File: src/ttadc_pkg.sv
// Purpose: Shared constants and types for the tick-triggered converter control.
// Assumes: One 100 MHz clock; all control bits arrive as plain ports.
// Notes:   Every offset and timing count used by the logic lives here; the divider and bit counter widths are set in the modules.
package ttadc_pkg;
   // ==========================================================
   // Clock and tick timing
   localparam int unsigned CLK_HZ          = 100_000_000;
   localparam int unsigned INT_TICK_HZ     = 1_000;
   localparam int unsigned INT_DIV_CYCLES  = CLK_HZ / INT_TICK_HZ;
   localparam int unsigned PERIOD_SEL_W    = 3;
   localparam int unsigned PERIOD_CNT_W    = 11;
   // Period codes: 0 stops the timer, code n gives 2**(n+3) source ticks.
   localparam logic [2:0]  PERIOD_OFF      = 3'h0;
   localparam logic [2:0]  PERIOD_1024     = 3'h7;
   localparam int unsigned PERIOD_BASE_SH  = 3;

   // ==========================================================
   // Converter
   localparam int unsigned RES_W           = 12;
   localparam int unsigned CH_W            = 5;
   localparam logic [4:0]  CH_ZERO         = 5'h00;
   localparam logic [3:0]  MSB_IDX         = 4'hb;

   typedef enum logic [1:0] {
      TTADC_IDLE   = 2'b00,
      TTADC_SAMPLE = 2'b01,
      TTADC_STEP   = 2'b10,
      TTADC_DONE   = 2'b11
   } ttadc_state_type;

   typedef struct packed {
      logic [PERIOD_SEL_W-1:0] period_sel;
      logic                    use_ext_clk;
   } ttadc_tick_cfg_type;

   typedef struct packed {
      logic            hw_trig_en;
      logic            conversion_interrupt_enable;
      logic [CH_W-1:0] channel;
      logic            clk_sel_bus;
   } ttadc_conv_cfg_type;

   typedef struct packed {
      logic [7:0] result_high_byte;
      logic [7:0] result_low_byte;
   } ttadc_result_type;
endpackage

File: src/ttadc_ctrl.sv
// Purpose: Converter control started by software or by the periodic tick timer.
// Assumes: Comparator output is synchronous to clk; the bus clock or the alternate enable steps the converter.
// Notes:   The analog core lives outside; this block runs the 12-bit search.
`timescale 1ns/100ps
`default_nettype none
module ttadc_ctrl (
   input  wire logic                          clk,
   input  wire logic                          nrst,
   input  wire ttadc_pkg::ttadc_tick_cfg_type tick_timer_control,
   input  wire logic                          external_reference_clock,
   input  wire ttadc_pkg::ttadc_conv_cfg_type conv_cfg,
   input  wire logic                          sw_start,
   input  wire logic                          alt_clk_tick,
   input  wire logic                          comp_above,
   input  wire logic                          irq_ack,
   output logic [ttadc_pkg::CH_W-1:0]         analog_channel_sel,
   output logic                               sample_en,
   output logic [ttadc_pkg::RES_W-1:0]        dac_code,
   output logic                               busy,
   output logic                               conv_done,
   output logic                               conv_irq,
   output ttadc_pkg::ttadc_result_type        result
);
   // ==========================================================
   // Tick timer and start selection
   logic tick_event;
   logic start_req;
   logic conv_clk_en;

   ttadc_tick_timer u_tick (
      .clk          (clk),
      .nrst         (nrst),
      .cfg          (tick_timer_control),
      .ext_ref_tick (external_reference_clock),
      .tick_event   (tick_event)
   );

   // Only the selected source may start; the other is ignored entirely.
   assign start_req   = conv_cfg.hw_trig_en ? tick_event : sw_start;
   // Bus clock selection steps every cycle, otherwise on the alternate enable.
   assign conv_clk_en = conv_cfg.clk_sel_bus ? 1'b1 : alt_clk_tick;

   // ==========================================================
   // Successive-approximation sequencer
   ttadc_pkg::ttadc_state_type state_q;
   ttadc_pkg::ttadc_state_type state_d;
   logic [ttadc_pkg::RES_W-1:0] sar_q;
   logic [ttadc_pkg::RES_W-1:0] sar_d;
   logic [3:0]                  bit_q;
   logic [3:0]                  bit_d;
   logic [ttadc_pkg::CH_W-1:0]  ch_q;
   logic [ttadc_pkg::RES_W-1:0] trial_bit;
   logic                        irq_q;
   logic                        irq_d;
   ttadc_pkg::ttadc_result_type res_q;
   logic                        finish;

   assign trial_bit = ttadc_pkg::RES_W'(1) << bit_q;
   assign finish    = (state_q == ttadc_pkg::TTADC_STEP) && conv_clk_en && (bit_q == 4'h0);

   // Next-state logic; a start while busy is dropped so one tick is one conversion.
   always_comb begin
      state_d = state_q;
      sar_d   = sar_q;
      bit_d   = bit_q;
      unique case (state_q)
         ttadc_pkg::TTADC_IDLE: begin
            if (start_req) begin
               state_d = ttadc_pkg::TTADC_SAMPLE;
            end
         end
         ttadc_pkg::TTADC_SAMPLE: begin
            if (conv_clk_en) begin
               state_d = ttadc_pkg::TTADC_STEP;
               bit_d   = ttadc_pkg::MSB_IDX;
               sar_d   = ttadc_pkg::RES_W'(1) << ttadc_pkg::MSB_IDX;
            end
         end
         ttadc_pkg::TTADC_STEP: begin
            if (conv_clk_en) begin
               // Keep the trial bit when the input is at or above the trial code.
               sar_d = comp_above ? sar_q : (sar_q & ~trial_bit);
               if (bit_q != 4'h0) begin
                  bit_d = bit_q - 4'h1;
                  sar_d = sar_d | (trial_bit >> 1);
               end else begin
                  state_d = ttadc_pkg::TTADC_DONE;
               end
            end
         end
         ttadc_pkg::TTADC_DONE: begin
            state_d = ttadc_pkg::TTADC_IDLE;
         end
      endcase
   end

   // Sticky request; a completion in the ack cycle wins over the ack.
   assign irq_d = (finish && conv_cfg.conversion_interrupt_enable) ? 1'b1
                : (irq_ack ? 1'b0 : irq_q);

   // Sequencer registers.
   always_ff @(posedge clk) begin
      if (!nrst) begin
         state_q <= ttadc_pkg::TTADC_IDLE;
         sar_q   <= '0;
         bit_q   <= 4'h0;
      end else begin
         state_q <= state_d;
         sar_q   <= sar_d;
         bit_q   <= bit_d;
      end
   end

   // Channel latched at start so a reconfiguration cannot corrupt a conversion.
   always_ff @(posedge clk) begin
      if (!nrst) begin
         ch_q <= ttadc_pkg::CH_ZERO;
      end else if (state_q == ttadc_pkg::TTADC_IDLE && start_req) begin
         ch_q <= conv_cfg.channel;
      end
   end

   // Result bytes and interrupt flag.
   always_ff @(posedge clk) begin
      if (!nrst) begin
         res_q <= '0;
         irq_q <= 1'b0;
      end else begin
         irq_q <= irq_d;
         if (finish) begin
            res_q.result_high_byte <= {4'h0, sar_d[11:8]};
            res_q.result_low_byte  <= sar_d[7:0];
         end
      end
   end

   // ==========================================================
   // Outputs
   assign analog_channel_sel = ch_q;
   assign sample_en          = (state_q == ttadc_pkg::TTADC_SAMPLE);
   assign dac_code           = sar_q;
   assign busy               = (state_q != ttadc_pkg::TTADC_IDLE);
   assign conv_done          = (state_q == ttadc_pkg::TTADC_DONE);
   assign conv_irq           = irq_q;
   assign result             = res_q;
endmodule
`default_nettype wire

File: src/ttadc_tick_timer.sv
// Purpose: Periodic tick timer producing a one-cycle event pulse.
// Assumes: The external reference arrives as a one-cycle enable on clk.
// Notes:   The internal nominal 1 kHz source is a divider from clk.
`timescale 1ns/100ps
`default_nettype none
module ttadc_tick_timer (
   input  wire logic                         clk,
   input  wire logic                         nrst,
   input  wire ttadc_pkg::ttadc_tick_cfg_type cfg,
   input  wire logic                         ext_ref_tick,
   output logic                              tick_event
);
   // ==========================================================
   // Source selection
   logic [16:0] div_q;
   logic [16:0] div_d;
   logic        int_tick;
   logic        src_tick;
   logic [ttadc_pkg::PERIOD_CNT_W-1:0] cnt_q;
   logic [ttadc_pkg::PERIOD_CNT_W-1:0] cnt_d;
   logic [ttadc_pkg::PERIOD_CNT_W-1:0] last_cnt;
   logic        running;
   logic        wrap;

   // Internal 1 kHz divider, free running so the source is always ready.
   assign int_tick = (div_q == 17'(ttadc_pkg::INT_DIV_CYCLES - 1));
   assign div_d    = int_tick ? 17'h0 : div_q + 17'h1;
   assign src_tick = cfg.use_ext_clk ? ext_ref_tick : int_tick;
   assign running  = (cfg.period_sel != ttadc_pkg::PERIOD_OFF);
   // Code 7 gives 1024 source ticks, 1.024 s from the internal source.
   assign last_cnt = ttadc_pkg::PERIOD_CNT_W'((1 << (cfg.period_sel
                     + ttadc_pkg::PERIOD_BASE_SH)) - 1);
   assign wrap     = running && src_tick && (cnt_q >= last_cnt);
   assign cnt_d    = !running ? '0 : (!src_tick ? cnt_q : (wrap ? '0 : cnt_q + 1'b1));

   // Divider and period counter.
   always_ff @(posedge clk) begin
      if (!nrst) begin
         div_q      <= 17'h0;
         cnt_q      <= '0;
         tick_event <= 1'b0;
      end else begin
         div_q      <= div_d;
         cnt_q      <= cnt_d;
         tick_event <= wrap;
      end
   end
endmodule
`default_nettype wire
File: config.mk
export PLATFORM = sky130hd
export DESIGN_NAME = ttadc_ctrl
export DESIGN_NICKNAME = d
export VERILOG_FILES = /design/src/ttadc_pkg.sv /design/src/ttadc_ctrl.sv /design/src/ttadc_tick_timer.sv
export SDC_FILE = /design/constraint.sdc
export NUM_CORES = 1
export LEC_CHECK = 0
export BUFFER_PORTS_ARGS = -buffer_cell sky130_fd_sc_hd__buf_2
export CORE_UTILIZATION = 40
export CTS_CLUSTER_DIAMETER = 150
export DETAILED_ROUTE_END_ITERATION = 16
export PLACE_DENSITY = 0.6
export REMOVE_ABC_BUFFERS = 1
export SLEW_MARGIN = 20
export SYNTH_ARGS = -nofsm -noshare
export SYNTH_HDL_FRONTEND = slang
export SYNTH_SLANG_ARGS = --single-unit
export TNS_END_PERCENT = 5
File: constraint.sdc
create_clock -name clk -period 3.4 [get_ports clk]
set_input_delay 0.68 -clock clk [delete_from_list [all_inputs] [get_ports clk]]
set_output_delay 0.68 -clock clk [all_outputs]
set_load 0.02 [all_outputs]
# After elaboration in Yosys (flattened, before gate mapping)
# Index checks and enable logic that the tools add are counted.
# Widths: inputs -> output; s select.
word_totals:
  input_bits: 19
  out_inout_bits: 37
  ff_bits: 65
  elab_cells: 68
classes:
  reduce_logical: 17
  n_bitwise: 4
  n_mux: 20
  magnitude_cmp: 1
  n_addsub: 5
  n_shift: 2
  eq_ne: 9
op_table:
  columns: ["op", "n"]
  rows:
  - ["$mux 12", 4]
  - ["$shl 1x32->11 const A", 1]
  - ["$pmux 12 s2", 1]
  - ["$add 17x1->17 const B", 1]
  - ["$eq 17x17->1 const B", 1]
  - ["$and 12x12->12", 1]
  - ["$mux 4", 3]
  - ["$not 12->12", 1]
  - ["$or 12x11->12", 1]
  - ["$shl 1x4->12 const A", 1]
  - ["$add 11x1->11 const B", 1]
  - ["$ge 11x11->1", 1]
  - ["$mux 11", 1]
  - ["$sub 11x2->11 const B", 1]
  - ["$mux 2", 4]
  - ["$pmux 2 s4", 1]
  - ["$pmux 4 s2", 1]
  - ["$reduce_and 4->1", 2]
  - ["$logic_and 1x1->1", 6]
  - ["$ne 2x2->1 const B", 3]
  - ["$reduce_bool 2->1", 3]
  - ["$mux 1", 5]
  - ["$add 3x2->4 const B", 1]
  - ["$eq 2x2->1 const B", 2]
  - ["other kinds (10)", 11]

# Longest topological paths before layout
# Gate-level depths: netlist (run 1).
depth:
  depth_word: 8
  ltp_mapped: 9
  mapped_depth_nobuf: 9

# Modules after synthesis
# Synthesis (run 1) repeated with hierarchy kept, for this count alone.
unflattened:
  cells_unflattened: 401
  area_unflattened_um2: 3477.1
modules_own_cells:
  columns: ["mod", "area_per_inst_um2", "seq_area_each_um2", "cells_per_inst", "instances"]
  rows:
  - ["ttadc_ctrl", 1794.2, 720.7, 202, 1]
  - ["ttadc_tick_timer", 1682.9, 580.6, 199, 1]

# Worst setup path after synthesis (run 1)
# No wires, ideal clock.
synth_timing:
  kind: "input-to-reg"
  start: "input tick_timer_control[3] (netlist name)"
  end: "register u_tick.cnt_q[10] (netlist name)"
  cell_stages: 8
  arrival_ns: 2.398
  setup_slack_ns: 0.910
  n_path_buf: 0
  setup_time_ns: 0.092
  t_required_ns: 3.308
  cell_sequence: "or2_2 nor2_1 ha_1 a41oi_1 o211ai_1 a211oi_1 nor2_1 nor4_1"
synth_via:
  elab_chain_cells: 6
  elab_cells_between_ends: 9
  classes_between: "add/sub: 2; order compare: 1; shift: 1; mux: 1; reduce/logical: 4"
synth_rtl:
  columns: ["item", "line_no", "text"]
  rows:
  - ["start: declaration", "ttadc_ctrl.sv:9", "input wire ttadc_pkg::ttadc_tick_cfg_type tick_timer_control,"]
  - ["$add 3x2->4", "ttadc_tick_timer.sv:32", "+ ttadc_pkg::PERIOD_BASE_SH)) - 1);"]
  - ["$shl 1x32->11", "ttadc_tick_timer.sv:31", "assign last_cnt = ttadc_pkg::PERIOD_CNT_W'((1 << (cfg.period_sel"]
  - ["$sub 11x2->11", "ttadc_tick_timer.sv:32", null]
  - ["$ge 11x11->1", "ttadc_tick_timer.sv:33", "assign wrap = running && src_tick && (cnt_q >= last_cnt);"]
  - ["$logic_and 1x1->1", "ttadc_tick_timer.sv:33", null]
  - ["$mux 11", "ttadc_tick_timer.sv:34", "assign cnt_d = !running ? '0 : (!src_tick ? cnt_q : (wrap ? '0 : cnt_q + 1'b1));"]
  - ["end signal: assignment", "ttadc_tick_timer.sv:44", "cnt_q <= cnt_d;"]
  - ["end: declaration", "ttadc_tick_timer.sv:19", "logic [ttadc_pkg::PERIOD_CNT_W-1:0] cnt_q;"]
# Several ways; a longest one is shown, not always the timed one.
# A chain may end at the register's enable or synchronous reset.

# Worst setup path in the final report (run 1)
layout_timing:
  start: "input tick_timer_control[3] (netlist name)"
  end: "register u_tick.cnt_q[4] (netlist name)"
# The elaborated chain is that of the path after synthesis.

==> results of run 1 <==
worst paths after layout:
kind	start	slack, ns	end	depth (start not counted)
max	tick_timer_control[3]	0.91	u_tick.cnt_q[4]	9
min	u_tick.div_q[0]	0.46	u_tick.div_q[0]	1
max reg2reg	u_tick.div_q[14]	1.02	u_tick.cnt_q[9]	5
min reg2reg	u_tick.div_q[0]	0.46	u_tick.div_q[0]	1
final cells by class:
cell class | count | share of cell area (%)
tap | 105 | 3.440
clock buffer | 12 | 3.801
timing repair buffer | 52 | 6.881
sequential | 65 | 34.08
inverter | 11 | 1.081
clock inverter | 4 | 0.7536
multi-input combinational | 300 | 49.97
metal layers:
layer  global-route usage, %  part of all wire, %
met1                   22.94                   47
met2                   29.84                   47
met3                   4.309                  3.9
met4                   8.590                  1.7
met5                       0                    0
worst register-to-register path: stages (launching register included):
cell and delay, ns:
dfxtp_1 0.33, or4b_1 0.53, or4_4 0.61, o21a_1 0.28
o21ai_1 0.42, nor2_1 0.10
cell families after synthesis:
family / Yosys count
XOR/XNOR: 24
flip-flops: 65
AND/OR/NAND/NOR: 141
other: 2
buffers and inverters: 29
AO/OA/AOI/OAI: 94
multiplexers: 11
adder cells (fa/ha/maj): 23
where the power goes:
group	switching, W	internal [W]	total (W)
Combinational	0.000457	0.000248	0.000705
Sequential	0.0000671	0.000837	0.000904
Clock	0.000301	0.000285	0.000586
Total	0.000825	0.00137	0.00219
registers in the layout (all words and copies together) (netlist names):
register	count
u_tick.div_q	17
dac_code	12
result	12
u_tick.cnt_q	11
analog_channel_sel	5
bit_q	4
state_q	2
conv_irq	1
u_tick.tick_event	1
stage by stage:
step	area [um2]	setup slack (ns)
2_1_floorplan	3251	0.9098
3_3_place_gp	3645	0.6193
3_5_place_dp	3645	0.5131
4_1_cts	3819	0.8955
5_1_grt	3819	0.5999
6_report	3819	0.9076
layout by cell type, fill, tap and decap left out, types with 10 or more instances in the layout:
| cell | instances |
|---|---|
| dfxtp_1 | 65 |
| buf_2 | 51 |
| nor2_1 | 45 |
| a21oi_1 | 34 |
| o21ai_0 | 29 |
| nand3_1 | 23 |
| ha_1 | 23 |
| nand2_1 | 21 |
| xnor2_1 | 14 |
| a31oi_1 | 11 |
| mux2i_1 | 11 |
| inv_1 | 10 |
| xor2_1 | 10 |
| clkbuf_8 | 10 |
==> Implementation_results.wiki, run 1 <==
{| class="wikitable"
! Metric !! Value
|-
| Post-layout instance count excluding filler cells || approximately 550
|-
| Number of port buffers || about 50
|-
| Total CTS buffers || 9
|-
| Clock Pin Slew Worst Setup and Hold Paths || about 0.070 ns
|-
| Buf+Inv Stages, Crit Path || 1
|-
| Number of iterations in the first detailed-routing pass || 4
|-
| Count of yosys warnings during synthesis || 0
|-
| Cell family with the largest share of critical-path delay || simple AND/OR/NAND/NOR gates
|-
| Top FF cell, synth || dfxtp_1
|-
| Total congestion overflow || 0
|-
| Via count of the first global-routing pass || 2747
|-
| CORE AREA || about 8200 um2
|-
| Cell with the largest stage delay on the worst path || a211oi_1
|-
| CTS Hold Buffers Added || 0
|-
| Wire length reported by the detailed router || about 7.3 mm
|-
| Mux contribution to synthesized area || between 3 and 4%
|-
| Fraction of synthesized cell area taken by the top area cell type || ~39%
|-
| Clock insertion delay at the later pin of the skew report || 0.35 ns
|-
| Kind of path behind the tightest hold check || register to register
|-
| Cell taking the most area after synthesis || dfxtp_1
|-
| Crit Path Max Fanout || 6
|-
| Portion of the clock cycle consumed by the worst path in the final layout || approximately 73%
|-
| RSZ-0062 raised after global routing || no
|-
| Nature of the critical path endpoint || register
|-
| Number of diodes added for antenna fixing || 0
|-
| First DRT Iteration DRCs || 58
|-
| Post-synthesis async set-or-reset flop share || 0%
|-
| Cells along the critical path || buf_2, or2_2, nor2_1, ha_1, a41oi_1, o211ai_1, a211oi_1, nor2_1, nor4_1
|-
| Final hold violation count || 0
|-
| Largest net degree at the start of global routing || 26
|-
| Most used standard cell by instance count after synthesis || dfxtp_1
|-
| Outcome || completed
|-
| Post-synthesis compound-gate area fraction || roughly 16%
|-
| Top-level port count || 56
|-
| Setup total negative slack || 0 ns
|-
| Hold slack final || roughly 0.46 ns
|-
| Final slew viol count || 0
|-
| Resized Gates After CTS || 0
|-
| H-tree depth reported by CTS || 3
|-
| Root Buffer Master || clkbuf_8
|-
| Wire length of the first global-routing pass || around 13 mm
|-
| Clock tree skew after final layout || around 0.0089 ns
|-
| Most frequent cells after synthesis || 65 x dfxtp_1, 45 x nor2_1, 34 x a21oi_1, 29 x o21ai_0
|-
| Number of antenna violations at the first check in global routing || 0
|-
| Slew at the pin closest to its max-slew limit || 0.7751 ns
|-
| Highest cell delay on the worst timing path || 0.45 ns
|-
| Max Clk Rate || ~0.4 GHz
|-
| Share of layout cells above drive strength 1 || roughly 18%
|-
| Mean routed wirelength per cell || between 10 and 15 um
|-
| Max-Slew Margin vs Limit || 47.85%
|-
| Main combinational cell family by area after synthesis || simple AND/OR/NAND/NOR gates
|-
| Final-report setup violation count || 0
|-
| Arrival time at the worst endpoint || 2.74 ns
|-
| Total clock sinks || 65
|-
| Total via count in the routed design || around 2900
|-
| Area used by sequential logic in the layout || 1301 um2
|-
| DRC viols || 0
|-
| Sequential share of the synthesized area || approximately two fifths
|-
| Number of synthesized flops with an enable pin || 0
|-
| Reported max-cap violation count || 0
|-
| Synthesized flop and latch total || 65
|-
| Post-route core utilization || between 40% and 50%
|-
| Period minus WS final || ~2.5 ns
|-
| Share of synthesized cell area in and, or, nand and nor gates || 21.62%
|-
| Area of the multi-input gates || between 1500 and 2000 um2
|-
| FP Rows || 33
|-
| Most used cell along the critical path || nor2_1
|-
| # nets final || between 400 and 500
|-
| Number of instances in the placed design || 533
|-
| Required time of the critical path || about 3.7 ns
|-
| Die W || slightly above 90 um
|-
| Vias per cell || 5.271
|-
| # fillers || ~830
|-
| Area added between synthesis and finish || 13.97%
|-
| Number of setup buffers added after CTS || 0
|-
| Die height || between 90 and 100 um
|-
| Effective utilization at floorplan || between 40% and 50%
|-
| Average instance area after synthesis || 8.614 um2
|-
| Overall power after layout || between 0.002 and 0.0025 W
|-
| TritonCTS clock tree || built
|-
| Cell variety after synth || between 50 and 60
|-
| GRT Total Usage || roughly 18%
|-
| Power density over cell area || 574.7 nW/um2
|-
| Area of the mapped netlist || 3351 um2
|-
| Placed wire-length estimate || 5.259 mm
|-
| Full die area || ~8700 um2
|-
| Worst vdd ir || ~0.00021 V
|-
| Synth Area in Adders || under 10%
|-
| Post-synthesis share of cell area spent on xor and xnor gates || approximately 6.3%
|-
| Top post-synthesis cells by area || dfxtp_1 39%, ha_1 8.6%, a21oi_1 5.1%
|-
| Leakage component of the power || around 1.6 nW
|-
| Residual antenna-violating net count after detailed routing || 0
|-
| Gate Count Post-Synth || 389
|-
| Category of the worst setup path launch point || input pin
|-
| Routability congestion estimate || about 0.87
|-
| Critical path type || input pin to register
|-
| Longest Clk Path Bufs || 2
|}
Power figures use the tool's default switching activity.
==> inputs of run 2 (changes only) <==
--- a/config.mk
+++ b/config.mk
@@ -9,7 +9,7 @@
 export CORE_UTILIZATION = 40
 export CTS_CLUSTER_DIAMETER = 150
 export DETAILED_ROUTE_END_ITERATION = 16
-export PLACE_DENSITY = 0.6
+export PLACE_DENSITY = 0.62
 export REMOVE_ABC_BUFFERS = 1
 export SLEW_MARGIN = 20
 export SYNTH_ARGS = -nofsm -noshare
==> constraint.sdc (replaced) <==
create_clock -name clk -period 2.2 [get_ports clk]
set_input_delay 0.44 -clock clk [delete_from_list [all_inputs] [get_ports clk]]
set_output_delay 0.44 -clock clk [all_outputs]
set_load 0.02 [all_outputs]
==> run 2 against run 1 <==
Net effect:
- sequential cell count unchanged
- power increased by 70%
- register-to-register slack got worse by 0.95 ns
- cell area increased by 8.2%
- sequential power increased by 54%
- critical path type is now register to register
- largest cell class unchanged
==> Implementation_results.wiki, run 2 (synthesis results as in run 1) <==
{| class="wikitable"
! Metric !! Value
|-
| Category of the worst setup path launch point || register
|-
| Root Buffer Master || clkbuf_8
|-
| Wire length of the first global-routing pass || between 10 and 15 mm
|-
| H-tree depth reported by CTS || 3
|-
| Clock tree skew after final layout || between 0.009 and 0.01 ns
|-
| Vias per cell || 5.260
|-
| Arrival time at the worst endpoint || between 2 and 2.5 ns
|-
| Met2 Usage GRT || between 30% and 40%
|-
| Number of antenna violations at the first check in global routing || 0
|-
| GR peak layer || met2
|-
| Post-Place Setup Slack || -0.2406 ns
|-
| Clock Pin Slew Worst Setup and Hold Paths || ~0.080 ns
|-
| Number of iterations in the first detailed-routing pass || 4
|-
| Effective utilization at floorplan || approximately two fifths
|-
| CTS Hold Buffers Added || 0
|-
| Number of port buffers || around 50
|-
| Worst vdd ir || between 0.0003 and 0.0004 V
|-
| Clock insertion delay at the later pin of the skew report || around 0.34 ns
|-
| Placed wire-length estimate || approximately 5.6 mm
|-
| Total congestion overflow || 0
|-
| Via count of the first global-routing pass || approximately 2900
|-
| Met3 usage in global routing || about 4.5%
|-
| Kind of path behind the tightest hold check || input pin to register
|-
| Full die area || 8747 um2
|-
| # nets final || 510
|-
| Final-report setup violation count || 0
|-
| Largest net degree at the start of global routing || 15
|-
| Slew at the pin closest to its max-slew limit || 0.6109 ns
|-
| Number of setup buffers added after CTS || 0
|-
| Leakage component of the power || between 1.5 and 2 nW
|-
| Routability congestion estimate || 0.8581
|-
| Global-route met1 utilization || between 20% and 30%
|-
| Mean routed wirelength per cell || approximately 13 um
|-
| Worst setup slack after layout || ~0.074 ns
|-
| Period minus WS final || 2.126 ns
|-
| Longest Clk Path Bufs || 2
|-
| Area added between synthesis and finish || 23.34%
|-
| Final slew viol count || 0
|-
| Required time of the critical path || approximately 2.5 ns
|-
| Residual antenna-violating net count after detailed routing || 0
|-
| Largest Register || u_tick.div_q
|-
| RSZ-0062 raised after global routing || yes
|-
| Power density over cell area || around 900 nW/um2
|-
| Top-level port count || 56
|-
| Largest register FFs || 17
|-
| Hold slack final || ~0.33 ns
|-
| TritonCTS clock tree || built
|-
| Critical path type || register to register
|-
| DRC viols || 0
|-
| First DRT Iteration DRCs || around 120
|-
| Outcome || completed
|-
| Total clock sinks || 65
|-
| Number of diodes added for antenna fixing || 0
|-
| Total via count in the routed design || roughly 3000
|-
| Die W || about 94 um
|-
| CORE AREA || slightly above 8000 um2
|-
| Max Clk Rate || 0.4704 GHz
|-
| Reported max-cap violation count || 0
|-
| Wire length reported by the detailed router || between 7 and 8 mm
|-
| Total CTS buffers || 9
|-
| Die height || roughly 94 um
|-
| Commonest non-fill, non-tap cells in the layout || 65 x dfxtp_1, 51 x buf_2, 43 x nor2_1
|-
| GRT Total Usage || 18.31%
|-
| Portion of the clock cycle consumed by the worst path in the final layout || a little under 100%
|-
| Max-Slew Margin vs Limit || about three fifths
|-
| FP Rows || 33
|-
| Crit Path Max Fanout || 4
|-
| Final hold violation count || 0
|-
| Nature of the critical path endpoint || register
|-
| Share of layout cells above drive strength 1 || approximately 25%
|-
| Commonest non-fill, non-tap cell in the layout || dfxtp_1
|}
## run 2: changes by cell type in the layout (fill, tap and decap cells not counted), sizes merged
cell,before,now
buf,52,81
clkbuf,12,9
bufinv,0,2
inv,11,12
## run 2: metal layers
metal,share of wire [%],routed length (um)
met1,45,3426
met2,49,3680
met3,4.4,331
met4,1.5,116
met5,0,0
## run 2: power by group
group | switching, W | internal (W)
Combinational | 0.000738 | 0.000447
Sequential | 0.000102 | 0.00129
Clock | 0.000500 | 0.000649
Total | 0.00134 | 0.00239
## run 2: final cells by class
| class | instances | area (um2) |
|---|---|---|
| Sequential cell | 65 | 1301 |
| Timing Repair Buffer | 81 | 493.0 |
| Clock buffer | 9 | 123.9 |
| Fill cell | 802 | 4043 |
| Tap cell | 105 | 131.4 |
| Inverter | 11 | 41.29 |
| Multi-Input combinational cell | 300 | 1938 |
| Clock inverter | 7 | 103.9 |
## run 2: what timing repair did
action / CTS / global route
gates cloned: 0 / 0
setup endpoints to repair: 10 / 15
pin swaps: 0 / 1
resized for setup: 2 / 6
## run 2: per-stage QoR
step | std cells | total power, W | util (%) | instance area [um2] | setup TNS, ns
2_1_floorplan | 376 | 0.002188 | - | 3251 | -0.8208
3_3_place_gp | 562 | 0.002544 | 47.40 | 3875 | -1.108
3_5_place_dp | 562 | 0.002564 | 47.40 | 3875 | -1.941
4_1_cts | 578 | 0.003725 | 50.26 | 4109 | 0
5_1_grt | 578 | 0.003967 | 50.55 | 4133 | -0.01752
6_report | 578 | 0.003729 | 50.55 | 4133 | 0
## run 2: path summary, 6_finish.rpt
path	from	end	slack, ns	depth (start not counted)
worst max-delay path	u_tick.div_q[14]	u_tick.cnt_q[1]	0.07	6
worst min-delay path	conv_cfg[2]	analog_channel_sel[1]	0.33	3
worst max register to register	u_tick.div_q[14]	u_tick.cnt_q[1]	0.07	6
worst min register to register	result[0]	result[0]	0.48	2
## run 2: critical path, stage by stage (launching register included)
cell and delay (ns):
dfxtp_1 0.31, or4b_1 0.52, or4_4 0.57, o21a_4 0.24
buf_4 0.15, nand3b_1 0.15, a21oi_1 0.11
